**src/design/epmc_pkg.sv**
```systemverilog
package epmc_pkg;
    // ==========================================
    // Widths.
    localparam int ADDR_W = 18;
    localparam int DATA_W = 8;
    // ==========================================
    // Timing at a 250 MHz reference clock.
    localparam int CLK_PERIOD_PS = 4000;
    localparam int SETUP_US = 2;
    localparam int PULSE_US = 100;
    localparam int READ_ACCESS_NS = 250;
    localparam int SETUP_CYC = (SETUP_US * 1000000 + CLK_PERIOD_PS - 1) / CLK_PERIOD_PS;
    localparam int PULSE_CYC = (PULSE_US * 1000000) / CLK_PERIOD_PS;
    localparam int READ_CYC = (READ_ACCESS_NS * 1000 + CLK_PERIOD_PS - 1) / CLK_PERIOD_PS;
    localparam int MAX_PULSES = 25;
    localparam int CNT_W = 16;
    localparam int PCNT_W = 5;
    // ==========================================
    // Commands.
    localparam logic [1:0] CMD_READ = 2'h0;
    localparam logic [1:0] CMD_PROG = 2'h1;
    localparam logic [1:0] CMD_IDENT = 2'h2;
    localparam logic [1:0] CMD_VERIFY = 2'h3;
    localparam logic [DATA_W-1:0] ERASED_BYTE = 8'hFF;
endpackage : epmc_pkg

```
**src/design/epmc_timer.sv**
```systemverilog
`timescale 1ns/100ps
module epmc_timer
(
    input wire logic i_ref_clk,
    input wire logic i_rst,
    input wire logic i_load,
    input wire logic [15:0] i_count,
    output logic o_done
);
    // ==========================================
    // Down counter; o_done is high from the last counted cycle on, so a load of N spans N cycles.
    // It does not look at i_load, which keeps the sequencer free of a combinational loop.
    typedef struct packed
    {
        logic [15:0] cnt;
    } epmc_tmr_t;
    epmc_tmr_t s_q;
    epmc_tmr_t s_d;

    always_comb
    begin
        s_d = s_q;
        if (i_load)
        begin
            s_d.cnt = i_count;
        end
        else if (s_q.cnt != 16'h0000)
        begin
            s_d.cnt = s_q.cnt - 16'h0001;
        end
    end

    always_ff @(posedge i_ref_clk or posedge i_rst)
    begin
        if (i_rst)
        begin
            s_q <= '0;
        end
        else
        begin
            s_q <= s_d;
        end
    end

    assign o_done = (s_q.cnt <= 16'h0001);
endmodule : epmc_timer

```
**src/design/epmc_host.sv**
```systemverilog
`timescale 1ns/100ps
module epmc_host
(
    input wire logic i_ref_clk,
    input wire logic i_rst,
    input wire logic i_req_valid,
    input wire logic [1:0] i_req_cmd,
    input wire logic [17:0] i_req_addr,
    input wire logic [7:0] i_req_data,
    input wire logic i_req_byte_sel,
    output logic o_req_ready,
    output logic o_resp_valid,
    output logic [7:0] o_resp_data,
    output logic o_resp_fail,
    output logic o_resp_parity_ok,
    output logic [4:0] o_resp_pulses,
    output logic [17:0] o_addr,
    output logic o_chip_select_n,
    output logic o_output_gate_n,
    output logic o_program_strobe_n,
    output logic o_vpp_enable,
    output logic o_identify_high_voltage,
    output logic [7:0] o_data_out,
    output logic o_data_oe_n,
    input wire logic [7:0] i_data_in
);
    typedef enum logic [6:0]
    {
        ST_IDLE = 7'h01,
        ST_SETUP = 7'h02,
        ST_PULSE = 7'h04,
        ST_RECOV = 7'h08,
        ST_READ = 7'h10,
        ST_CHECK = 7'h20,
        ST_DONE = 7'h40
    } epmc_state_t;

    typedef struct packed
    {
        epmc_state_t st;
        logic [1:0] cmd;
        logic [17:0] addr;
        logic [7:0] wdata;
        logic [7:0] rdata;
        logic [4:0] pulses;
        logic fail;
        logic ce_n;
        logic oe_n;
        logic pgm_n;
        logic vpp;
        logic vh;
        logic drive_n;
        logic [7:0] sync1;
        logic [7:0] sync2;
    } epmc_host_t;

    epmc_host_t s_q;
    epmc_host_t s_d;
    logic t_load;
    logic [15:0] t_count;
    logic t_done;

    // ==========================================
    // Wait timer for setup, pulse width and access delay.
    epmc_timer u_timer
    (
        .i_ref_clk(i_ref_clk),
        .i_rst(i_rst),
        .i_load(t_load),
        .i_count(t_count),
        .o_done(t_done)
    );

    // ==========================================
    // Sequencer.
    always_comb
    begin
        s_d = s_q;
        t_load = 1'b0;
        t_count = 16'h0000;
        s_d.sync1 = i_data_in;
        s_d.sync2 = s_q.sync1;
        case (s_q.st)
            ST_IDLE:
            begin
                if (i_req_valid)
                begin
                    s_d.cmd = i_req_cmd;
                    s_d.wdata = i_req_data;
                    s_d.pulses = 5'h00;
                    s_d.fail = 1'b0;
                    s_d.ce_n = 1'b0;
                    t_load = 1'b1;
                    t_count = 16'(epmc_pkg::SETUP_CYC);
                    if (i_req_cmd == epmc_pkg::CMD_IDENT)
                    begin
                        // Only the byte-select line may be high while identifying.
                        s_d.addr = {17'h00000, i_req_byte_sel};
                        s_d.vh = 1'b1;
                        s_d.vpp = 1'b0;
                    end
                    else
                    begin
                        s_d.addr = i_req_addr;
                        s_d.vh = 1'b0;
                        s_d.vpp = (i_req_cmd != epmc_pkg::CMD_READ);
                    end
                    if (i_req_cmd == epmc_pkg::CMD_PROG)
                    begin
                        s_d.oe_n = 1'b1;
                        s_d.drive_n = 1'b0;
                        s_d.st = ST_SETUP;
                    end
                    else
                    begin
                        s_d.oe_n = 1'b0;
                        s_d.drive_n = 1'b1;
                        s_d.st = ST_READ;
                    end
                end
            end
            ST_SETUP:
            begin
                if (t_done)
                begin
                    s_d.pgm_n = 1'b0;
                    s_d.pulses = s_q.pulses + 5'h01;
                    t_load = 1'b1;
                    t_count = 16'(epmc_pkg::PULSE_CYC);
                    s_d.st = ST_PULSE;
                end
            end
            ST_PULSE:
            begin
                if (t_done)
                begin
                    s_d.pgm_n = 1'b1;
                    t_load = 1'b1;
                    t_count = 16'(epmc_pkg::SETUP_CYC);
                    s_d.st = ST_RECOV;
                end
            end
            ST_RECOV:
            begin
                // Data hold passed; release the bus and start the verify read.
                if (t_done)
                begin
                    s_d.drive_n = 1'b1;
                    s_d.oe_n = 1'b0;
                    t_load = 1'b1;
                    t_count = 16'(epmc_pkg::SETUP_CYC);
                    s_d.st = ST_READ;
                end
            end
            ST_READ:
            begin
                // Setup covers the access delay plus two sync stages.
                if (t_done)
                begin
                    s_d.rdata = s_q.sync2;
                    s_d.st = ST_CHECK;
                end
            end
            ST_CHECK:
            begin
                s_d.oe_n = 1'b1;
                if (s_q.cmd == epmc_pkg::CMD_PROG && s_q.rdata != s_q.wdata)
                begin
                    if (s_q.pulses == 5'(epmc_pkg::MAX_PULSES))
                    begin
                        s_d.fail = 1'b1;
                        s_d.st = ST_DONE;
                    end
                    else
                    begin
                        s_d.drive_n = 1'b0;
                        t_load = 1'b1;
                        t_count = 16'(epmc_pkg::SETUP_CYC);
                        s_d.st = ST_SETUP;
                    end
                end
                else
                begin
                    s_d.fail = (s_q.cmd == epmc_pkg::CMD_VERIFY) && (s_q.rdata != s_q.wdata);
                    s_d.st = ST_DONE;
                end
            end
            ST_DONE:
            begin
                s_d.ce_n = 1'b1;
                s_d.vpp = 1'b0;
                s_d.vh = 1'b0;
                s_d.st = ST_IDLE;
            end
            default:
            begin
                s_d.st = ST_IDLE;
            end
        endcase
    end

    always_ff @(posedge i_ref_clk or posedge i_rst)
    begin
        if (i_rst)
        begin
            s_q <= '0;
            s_q.st <= ST_IDLE;
            s_q.ce_n <= 1'b1;
            s_q.oe_n <= 1'b1;
            s_q.pgm_n <= 1'b1;
            s_q.drive_n <= 1'b1;
        end
        else
        begin
            s_q <= s_d;
        end
    end

    // ==========================================
    // Outputs.
    assign o_req_ready = (s_q.st == ST_IDLE);
    assign o_resp_valid = (s_q.st == ST_DONE);
    assign o_resp_data = s_q.rdata;
    assign o_resp_fail = s_q.fail;
    assign o_resp_parity_ok = ^s_q.rdata;
    assign o_resp_pulses = s_q.pulses;
    assign o_addr = s_q.addr;
    assign o_chip_select_n = s_q.ce_n;
    assign o_output_gate_n = s_q.oe_n;
    assign o_program_strobe_n = s_q.pgm_n;
    assign o_vpp_enable = s_q.vpp;
    assign o_identify_high_voltage = s_q.vh;
    assign o_data_out = s_q.wdata;
    assign o_data_oe_n = s_q.drive_n;
endmodule : epmc_host

```
**config.mk**
```make
export PLATFORM = sky130hd
export DESIGN_NAME = epmc_host
export DESIGN_NICKNAME = d
export VERILOG_FILES = /design/src/design/epmc_pkg.sv /design/src/design/epmc_timer.sv /design/src/design/epmc_host.sv
export SDC_FILE = /design/constraint.sdc
export NUM_CORES = 1
export LEC_CHECK = 0
export BUFFER_PORTS_ARGS = -buffer_cell sky130_fd_sc_hd__buf_2
export CORE_MARGIN = 5
export CORE_UTILIZATION = 40
export DETAILED_ROUTE_END_ITERATION = 7
export SLEW_MARGIN = 10
export SYNTH_ARGS = -nofsm -noshare
export SYNTH_HDL_FRONTEND = slang
export SYNTH_SLANG_ARGS = --single-unit
```
**constraint.sdc**
```tcl
create_clock -name i_ref_clk -period 3.7 [get_ports i_ref_clk]
set_input_delay 0.555 -clock i_ref_clk [delete_from_list [all_inputs] [get_ports i_ref_clk]]
set_output_delay 0.555 -clock i_ref_clk [all_outputs]
set_load 0.005 [all_outputs]
```
==> metrics.txt, run 1 <==
Synth Cell Area=around 4200 um2; register bit total from synthesis=87; Routed Antenna Nets=0; GRT Residual Overflow=0; FF-to-FF path depth=5; Final Util=0.453; Avg WL per Cell=15.1 um; synth cell count leaders=dfrtp_1, nand2_1, buf_4; drt first-iter violations=approximately 190; Final Critical Period=2.42 ns; initial antenna violation count=0; GPL Wtd Cong=0.899; Hold Path Origin=i_data_in[0]; Synth Flop Type=dfrtp_1; Setup WS pre-CTS=1.31 ns; synth top area cells=dfrtp_1, buf_4, nand2_1; Die H=113 um; CP arrival=2.72 ns; yosys warns=0; vias per cell=about 5; Area growth syn-to-layout=10.2%; syn nets=450; Hold Path Cell Cnt=1; Post-DP HPWL=6700 um; largest net degree at the start of global routing=49; r2r setup slk=approximately 1.3 ns; Vias=roughly 3,000; outcome=completed; Max clock buf depth=2; count leader, synth=dfrtp_1; core area=10,300 um2; Hold-fix buffers, CTS=0; port bufs=just under 90; Boundary Pins=89; Fin. Hold Viols=0; Worst Skew=0.0139 ns; PnR worst setup slack=1.28 ns; Peak VDD IR=0.257 mV; count of flip-flops with a built-in enable after synthesis=0; Worst Setup End Kind=flip-flop; clk slew on worst S/H paths=about 0.09 ns; pwr dens=611 nW/um2; initial core utilization=0.411; Tot Pwr=2.86 mW; post-synthesis sequential area ratio=0.514; Syn Area/Cell=roughly 10 um2; Root Driver=clkbuf_8; share of cells above drive strength 1=0.291; max-slew violation count=0; Achievable Freq=413 MHz; CTS tree=yes; final WL=8980 um; number of iterations in the first detailed-routing pass=5; number of global-route vias before repair=a little over 3,000; # Post-CTS Setup Buffers=0; Post-CTS Resized=0; FFs w/ async S/R, synth=1.00; Max-Cap Viols=0; reg-to-reg startpoint=s_q[66]; die width=113 um; die area=12,800 um2; crit-path max FO=33; CP startpoint kind=flip-flop; GRT Total Usage=0.148; CP Class=flip-flop to flip-flop; worst hold endpoint=s_d[0]; Num CTS Buffers=9; Yosys cell types=61; Synth top area share=0.483; H-tree levels=3; Site Rows=37; P_leak=between 2 and 2.5 nW; final setup TNS=0 ns; Sink Count=87; RSZ-0062 raised after global routing=false; nets@finish=between 400 and 500; reg2reg end=o_addr[9]; Antenna Cells=0; Yosys top cell by area=dfrtp_1; HP Class=input port to flip-flop; Worst-Skew Late Latency=0.36 ns; Slew Limit Headroom=0.472; first-pass GRT wire length=15,100 um; DR DRC count=0; Setup Viol. Count Final=0; Slew @ Worst Pin=around 0.8 ns; Critical Path RT=4.00 ns; Final Cycle Share=0.655; synthesized instance count=~410
-- routing by layer --
layer  wire length, um  vias up  track usage  part of all wire
li1                  -     1442            -                 -
met1              4220     1427        0.203              0.47
met2              4080       97        0.225              0.45
met3               587        6       0.0433             0.065
met4               104        0       0.0481             0.012
met5                 0        -            0                 0
-- flip-flops by register name, summed over array words and instances (netlist names), 5 cells and up --
signal,flops
s_q,17
o_addr,18
o_resp_pulses,5
o_data_out,8
s_d,8
o_resp_data,8
u_timer.s_q,16
-- stage by stage --
step | hold slack [ns] | cells | instance area, um2
floorplan | 0.331 | 406 | 4250
global placement | 0.333 | 580 | 4500
detailed placement | 0.336 | 580 | 4500
global route | 0.259 | 596 | 4680
finish | 0.293 | 596 | 4680
CTS | 0.273 | 596 | 4680
-- logic make-up (layout without fill, tap and decap cells) --
logic type / Yosys count / after routing / share of synthesized area
compound gates: 62 / 62 / 0.114
flops: 87 / 87 / 0.514
fa+ha+maj: 4 / 4 / 0.0118
simple gates: 154 / 154 / 0.184
xor+xnor: 35 / 35 / 0.0722
buf+inv: 61 / 115 / 0.0960
mux: 3 / 3 / 0.00825
-- layout make-up --
cell class,instances,area [um2]
fillers,968,5640
flip-flops and latches,87,2180
multi-input cells,258,1660
repair buffers,90,455
well taps,136,170
clock buffers,10,138
clock inverters,6,42.5
inverters,9,35.0
-- critical path: stages, from the launching register on --
cell and delay (ns):
dfrtp_1 0.46, nor3_2 0.32, and4b_1 0.43, nand2_2 0.45, nor2_4 0.50, a22o_1 0.20
-- layout by cell type, fill, tap and decap left out, drive strengths merged, types with 3 or more instances in the layout --
cell type	n
xor2	19
and2	3
xnor2	16
dfstp	5
a22o	17
clkbuf	10
inv	10
buf	90
nand3	10
nor3	15
or3	3
a21oi	3
nor2b	3
dfrtp	82
ha	4
o31ai	3
a22oi	3
o21ai	20
a211oi	3
clkinv	3
and3	4
nor2	29
nand2	70
nor4	6
-- how the worst max path moves through the flow --
| stage | startpoint | endpoint | slack [ns] |
|---|---|---|---|
| 6_report | s_q[66] | o_addr[9] | 1.28 |
| 5_1_grt | s_q[66] | o_addr[10] | 1.10 |
| 4_1_cts | s_q[66] | o_addr[3] | 1.29 |
| 3_5_place_dp | s_q[66] | o_addr[3] | 1.31 |
| 3_3_place_gp | s_q[66] | o_addr[7] | 1.42 |
| 2_1_floorplan | i_rst | o_addr[0] | 0.90 |
-- report_power, final --
| part | total, mW | switching [mW] | internal (mW) |
|---|---|---|---|
| registers | 1.35 | 0.176 | 1.17 |
| clock network | 0.617 | 0.353 | 0.265 |
| logic | 0.893 | 0.488 | 0.405 |
| total | 2.86 | 1.02 | 1.84 |
No activity file was read; power rests on OpenSTA's default activity.
==> run 2, diff against run 1 <==
--- a/config.mk
+++ b/config.mk
@@ -5,6 +5,7 @@
 export SDC_FILE = /design/constraint.sdc
 export NUM_CORES = 1
 export LEC_CHECK = 0
+export ABC_AREA = 1
 export BUFFER_PORTS_ARGS = -buffer_cell sky130_fd_sc_hd__buf_2
 export CORE_MARGIN = 5
 export CORE_UTILIZATION = 40
==> constraint.sdc (replaced) <==
create_clock -name i_ref_clk -period 2.35 [get_ports i_ref_clk]
set_input_delay 0.3525 -clock i_ref_clk [delete_from_list [all_inputs] [get_ports i_ref_clk]]
set_output_delay 0.3525 -clock i_ref_clk [all_outputs]
set_load 0.005 [all_outputs]
==> run 2 against run 1 <==
Non-clock buffer count stayed put. Core utilization is 0.90 points higher. Critical path depth is 1 higher. Sequential share of layout area is 3.3 points lower. Clock power is 110% higher. Clock skew is 0.0070 ns lower. Register-to-register slack worse by 0.86 ns. Synthesized area is 5.5% higher. Via count is 10% higher. Synthesized cell count is 24% higher. Wire length is 6.2% higher. Critical path type is now flip-flop to output port. Critical endpoint is now o_resp_valid. Largest cell class unchanged.
==> metrics.txt, run 2 <==
number of global-route vias before repair=3,234; crit-path max cell delay=0.42 ns; Fin. Hold Viols=0; CTS tree=yes; vias per cell=4.65; number of iterations in the first detailed-routing pass=4; Yosys cell types=40; Vias=3,269; largest net degree at the start of global routing=88; first-pass GRT wire length=15,700 um; Synth Flop Type=dfrtp_1; Hold-fix buffers, CTS=0; Boundary Pins=89; share of cells above drive strength 1=0.295; pwr dens=1010 nW/um2; final hold slack=0.0942 ns; count leader, synth=nand2_1; max FFs per register=18; Synth Cell Area=between 4000 and 5000 um2; Sink Count=87; syn nets=~550; Max-Cap Viols=0; HP Class=input port to flip-flop; P_leak=2.70 nW; Antenna Cells=0; post-synthesis sequential area ratio=0.487; Area growth syn-to-layout=12.4%; crit path buf inv count=3; initial core utilization=0.412; final setup TNS=0 ns; port bufs=88; Peak VDD IR=~0.44 mV; GPL Wtd Cong=0.781; Max clock buf depth=2; Slew Limit Headroom=0.574; RSZ-0062 raised after global routing=false; Hold Path Cell Cnt=1; CP arrival=about 1.6 ns; count of flip-flops with a built-in enable after synthesis=0; Achievable Freq=513 MHz; die area=13,400 um2; FFs w/ async S/R, synth=1.00; Yosys top cell by area=dfrtp_1; Post-DP HPWL=6940 um; Root Driver=clkbuf_8; clk slew on worst S/H paths=0.09 ns; Critical Path RT=2.00 ns; CP startpoint kind=flip-flop; commonest non-fill, non-tap cell in the layout=nand2_1; Slew @ Worst Pin=0.638 ns; Slowest-stage cell, CP=dfrtp_1; Worst Setup End Kind=output port; commonest non-fill, non-tap cells in the layout=nand2_1, buf_2, dfrtp_1; Setup Viol. Count Final=0; DR DRC count=0; die width=116 um; Worst Skew=0.00690 ns; CP delay by family, top=simple AND/OR/NAND/NOR gates; synthesized instance count=504; Die H=116 um; Num CTS Buffers=9; outcome=completed; Final Critical Period=1.95 ns; max-slew violation count=0; crit-path max FO=4; Final Cycle Share=0.829; yosys warns=0; Syn Area/Cell=between 8 and 9 um2; nets@finish=roughly 600; Routed Antenna Nets=0; GRT Residual Overflow=0; core area=10,900 um2; synth top area cells=dfrtp_1, nand2_1, buf_4; initial antenna violation count=0; worst path cell trace=nor2_4 > nand3_2 > inv_2 > nand4_1 > inv_1 > buf_2; Avg WL per Cell=13.6 um; synth cell count leaders=nand2_1, dfrtp_1, inv_1; H-tree levels=3; FF-to-FF path depth=10; # Post-CTS Setup Buffers=0; Post-CTS Resized=0; Synth top area share=0.458; CP Depth=6; drt first-iter violations=157; Worst-Skew Late Latency=between 0.3 and 0.4 ns; final WL=9540 um; register bit total from synthesis=87; CP Class=flip-flop to output port; Site Rows=38; GRT Total Usage=0.148
## run 2: changes by cell type in the layout (fill, tap and decap cells not counted), moves of 7 or more
| cell | change |
|---|---|
| nor2_2 | +10 |
| inv_2 | +9 |
| nand2_2 | +7 |
| a22o_1 | -17 |
| nand2_1 | +59 |
| nor2_1 | +7 |
| nor3_1 | -11 |
| nand3_1 | +19 |
| inv_1 | +42 |
## run 2: worst register-to-register path, stage by stage, from the launching register on
cell and delay, ns:
dfrtp_1 0.41, inv_1 0.10, ha_1 0.24, nand2_1 0.13
nor2_1 0.16, nand2_1 0.26, inv_2 0.18, nor2_1 0.07
nand2_1 0.07, xor2_1 0.17, nor2_2 0.04
## run 2: logic make-up (layout without fill, tap and decap cells)
family,Yosys count,count (layout),share of synthesized area
AO/OA/AOI/OAI,44,44,0.0640
XOR/XNOR,23,23,0.0450
adder cells (fa/ha/maj),4,4,0.0112
buffers and inverters,109,168,0.131
flip-flops,87,87,0.487
multiplexers,3,3,0.0101
AND/OR/NAND/NOR,234,234,0.252
## run 2: through the flow
step                std cells  utilization  power (mW)  setup WS [ns]  cell area [um2]
floorplan                 504            -        3.53          0.720             4480
global placement          687        0.439        3.81          0.479             4780
detailed placement        687        0.439        3.84          0.448             4780
CTS                       703        0.462        5.17          0.398             5030
global route              703        0.462        5.49          0.221             5030
finish                    703        0.462        5.09          0.401             5030
## run 2: path summary, 6_finish.rpt
check,start,end,slack [ns]
setup / recovery,s_q[66],o_resp_valid,0.40
max in group asynchronous,i_rst,o_output_gate_n,1.85
setup reg to reg,u_timer.s_q[0],u_timer.s_q[9],0.42
hold / removal,i_data_in[2],s_d[2],0.09
min in group asynchronous,i_rst,s_d[0],0.11
hold reg to reg,s_d[4],s_q[4],0.35
## run 2: per-layer routing
metal  routed length (um)  global-route usage  vias up
met1                 4230               0.191     1558
met2                 4730               0.247       54
met3                  508              0.0397        9
met4                   68              0.0371        0
li1                     -                   -     1648
met5                    0                   0        -
## run 2: where the power goes
part	total (mW)	switching (mW)	internal, mW
combinational	1.70	1.04	0.656
clock	1.31	0.564	0.743
sequential	2.09	0.228	1.86
## run 2: area by class of cell
cell class                      instances  area (um2)
Fill cell                            1058        5850
Multi-Input combinational cell        308        1710
Clock buffer                           10         138
Sequential cell                        87        2180
Tap cell                              140         175
Inverter                               62         244
Timing Repair Buffer                   90         468
Clock inverter                          6         115
==> run 3, diff against run 2 <==
==> constraint.sdc (replaced) <==
create_clock -name i_ref_clk -period 1.6 [get_ports i_ref_clk]
set_input_delay 0.24 -clock i_ref_clk [delete_from_list [all_inputs] [get_ports i_ref_clk]]
set_output_delay 0.24 -clock i_ref_clk [all_outputs]
set_load 0.005 [all_outputs]
==> run 3 against run 2 <==
Worst setup slack lost 0.52 ns. Combinational power rose by 130%. Critical path type is now flip-flop to flip-flop. Clock skew is 0.011 ns higher. Design area up 23%. Largest cell class unchanged. Critical path depth up 4. The run now ends with hold timing, setup timing left. Wire length up 17%. Sequential cell count unchanged. Clock power rose by 31%. Worst hold slack worse by 0.10 ns.
==> metrics.txt, run 3 (synthesized netlist as in run 2, its figures left out) <==
share of cells above drive strength 1=0.466; post-route design area=roughly 6200 um2; Slowest-stage cell, CP=dfrtp_1; initial antenna violation count=0; port bufs=88; GRT Total Usage=0.158; CP Capture Point=o_resp_data[0]; initial core utilization=0.412; r2r setup slk=-0.12 ns; CP arrival=1.95 ns; Site Rows=38; Sink Count=87; Final Cycle Share=1.07; P_leak=3.27 nW; CP startpoint kind=flip-flop; final hold slack=-0.00907 ns; CP Class=flip-flop to flip-flop; Max clock buf depth=2; Avg WL per Cell=14.1 um; Root Driver=clkbuf_8; die width=116 um; Max-Cap Viols=0; clk slew on worst S/H paths=about 0.1 ns; Post-Place Cell Area=5210 um2; Achievable Freq=582 MHz; first-pass GRT wire length=16,800 um; Worst Setup End Kind=flip-flop; max-slew violation count=0; most frequent CP cell=nor2_1; Routed Antenna Nets=0; met2 Use GR=0.248; Vias=~3,600; HP Class=input port to asynchronous set/reset pin; nets@finish=689; commonest non-fill, non-tap cell in the layout=nand2_1; met1 usage=0.216; final WL=11,100 um; Tot Pwr=8.71 mW; vias per cell=4.60; Post-DP HPWL=7610 um; Antenna Cells=0; outcome=complete, but fails checks; worst path cell trace=inv_2 > ha_4 > nor2_2 > nor2_1 > nand2_1 > nor2_4 > nand2_2 > buf_12 > nor2_1 > a21oi_1; Area growth syn-to-layout=38.1%; Slew Limit Headroom=0.665; number of iterations in the first detailed-routing pass=4; Final Critical Period=~1.7 ns; Boundary Pins=89; largest net degree at the start of global routing=88; FF-to-FF path depth=10; Fin. Hold Viols=6; grt met3 use=0.0319; Final Util=0.568; Setup WS pre-CTS=-0.131 ns; Worst-Skew Late Latency=0.36 ns; crit-path max FO=10; Peak VDD IR=0.721 mV; Critical Path RT=1.83 ns; crit-path max cell delay=around 0.40 ns; GRT Residual Overflow=0; PnR worst setup slack=-0.119 ns; failing checks=hold timing, setup timing; commonest non-fill, non-tap cells in the layout=nand2_1, buf_2, dfrtp_1; reg2reg end=o_resp_data[0]; die area=13,400 um2; Die H=between 100 and 150 um; drt first-iter violations=191; pwr dens=around 1400 nW/um2; H-tree levels=3; max FFs per register=18; DR DRC count=0; GPL Wtd Cong=0.856; reg-to-reg startpoint=u_timer.s_q[1]; RSZ-0062 raised after global routing=true; Setup Viol. Count Final=57; Slew @ Worst Pin=about 0.50 ns; number of global-route vias before repair=3,532; CTS tree=yes; Num CTS Buffers=9; CP Launch Point=u_timer.s_q[1]; core area=10,900 um2; Top Usage Layer GRT=met2; fillcell total=942; Worst Skew=0.0179 ns
==> run 3: worst min-delay path by stage <==
stage / from / endpoint / slack [ns] / cells after the start
finish: i_rst / u_timer.s_q[11] / -0.009 / 3
global route: i_data_in[7] / s_d[7] / -0.0005 / 1
CTS: i_data_in[7] / s_d[7] / 0.004 / 1
detailed placement: s_d[5] / s_q[5] / 0.34 / 0
global placement: s_d[7] / s_q[7] / 0.33 / 0
floorplan: i_data_in[0] / s_d[0] / 0.27 / 0
==> run 3: through the flow <==
step / instances / setup TNS [ns]
2_1_floorplan: 504 / 0
3_3_place_gp: 740 / -1.33
3_5_place_dp: 740 / -2.56
4_1_cts: 775 / -2.17
5_1_grt: 790 / -10.25
6_report: 790 / -3.09
==> run 3: worst max-delay path: cells and delay by family, from the launching register on <==
family,cells,cell delay (ns)
simple gates,6,0.66
flops,1,0.40
buf+inv,2,0.29
fa+ha+maj,1,0.17
compound gates,1,0.07
==> run 3: final cells by class <==
| class | instances | area [um2] | share of cell area |
|---|---|---|---|
| tap | 140 | 175 | 0.0283 |
| inverter | 62 | 256 | 0.0415 |
| clock inverter | 5 | 78.8 | 0.0127 |
| multi-input combinational | 308 | 2060 | 0.332 |
| timing repair buffer | 177 | 1290 | 0.209 |
| sequential | 87 | 2180 | 0.353 |
| clock buffer | 11 | 141 | 0.0229 |
==> run 3: timing repair <==
item,in CTS,in global routing
cloned,0,2
pin swaps,22,32
resized for setup,22,95
endpoints found under the hold margin,7,0
setup endpoints to repair,37,72
buffers inserted,12,14
hold buffers,7,0
==> run 3: power by group <==
| part | total [mW] | internal, mW | switching (mW) | leakage (nW) |
|---|---|---|---|---|
| clock | 1.72 | 0.925 | 0.792 | 0.114 |
| sequential | 3.08 | 2.74 | 0.338 | 1.08 |
| combinational | 3.92 | 1.84 | 2.08 | 2.07 |
| total | 8.71 | 5.50 | 3.21 | 3.27 |
==> run 3: per-layer routing <==
| metal | routed length, um | up-vias |
|---|---|---|
| li1 | - | 1830 |
| met1 | 4980 | 1721 |
| met2 | 5540 | 73 |
| met3 | 444 | 13 |
| met4 | 161 | 0 |
| met5 | 0 | - |
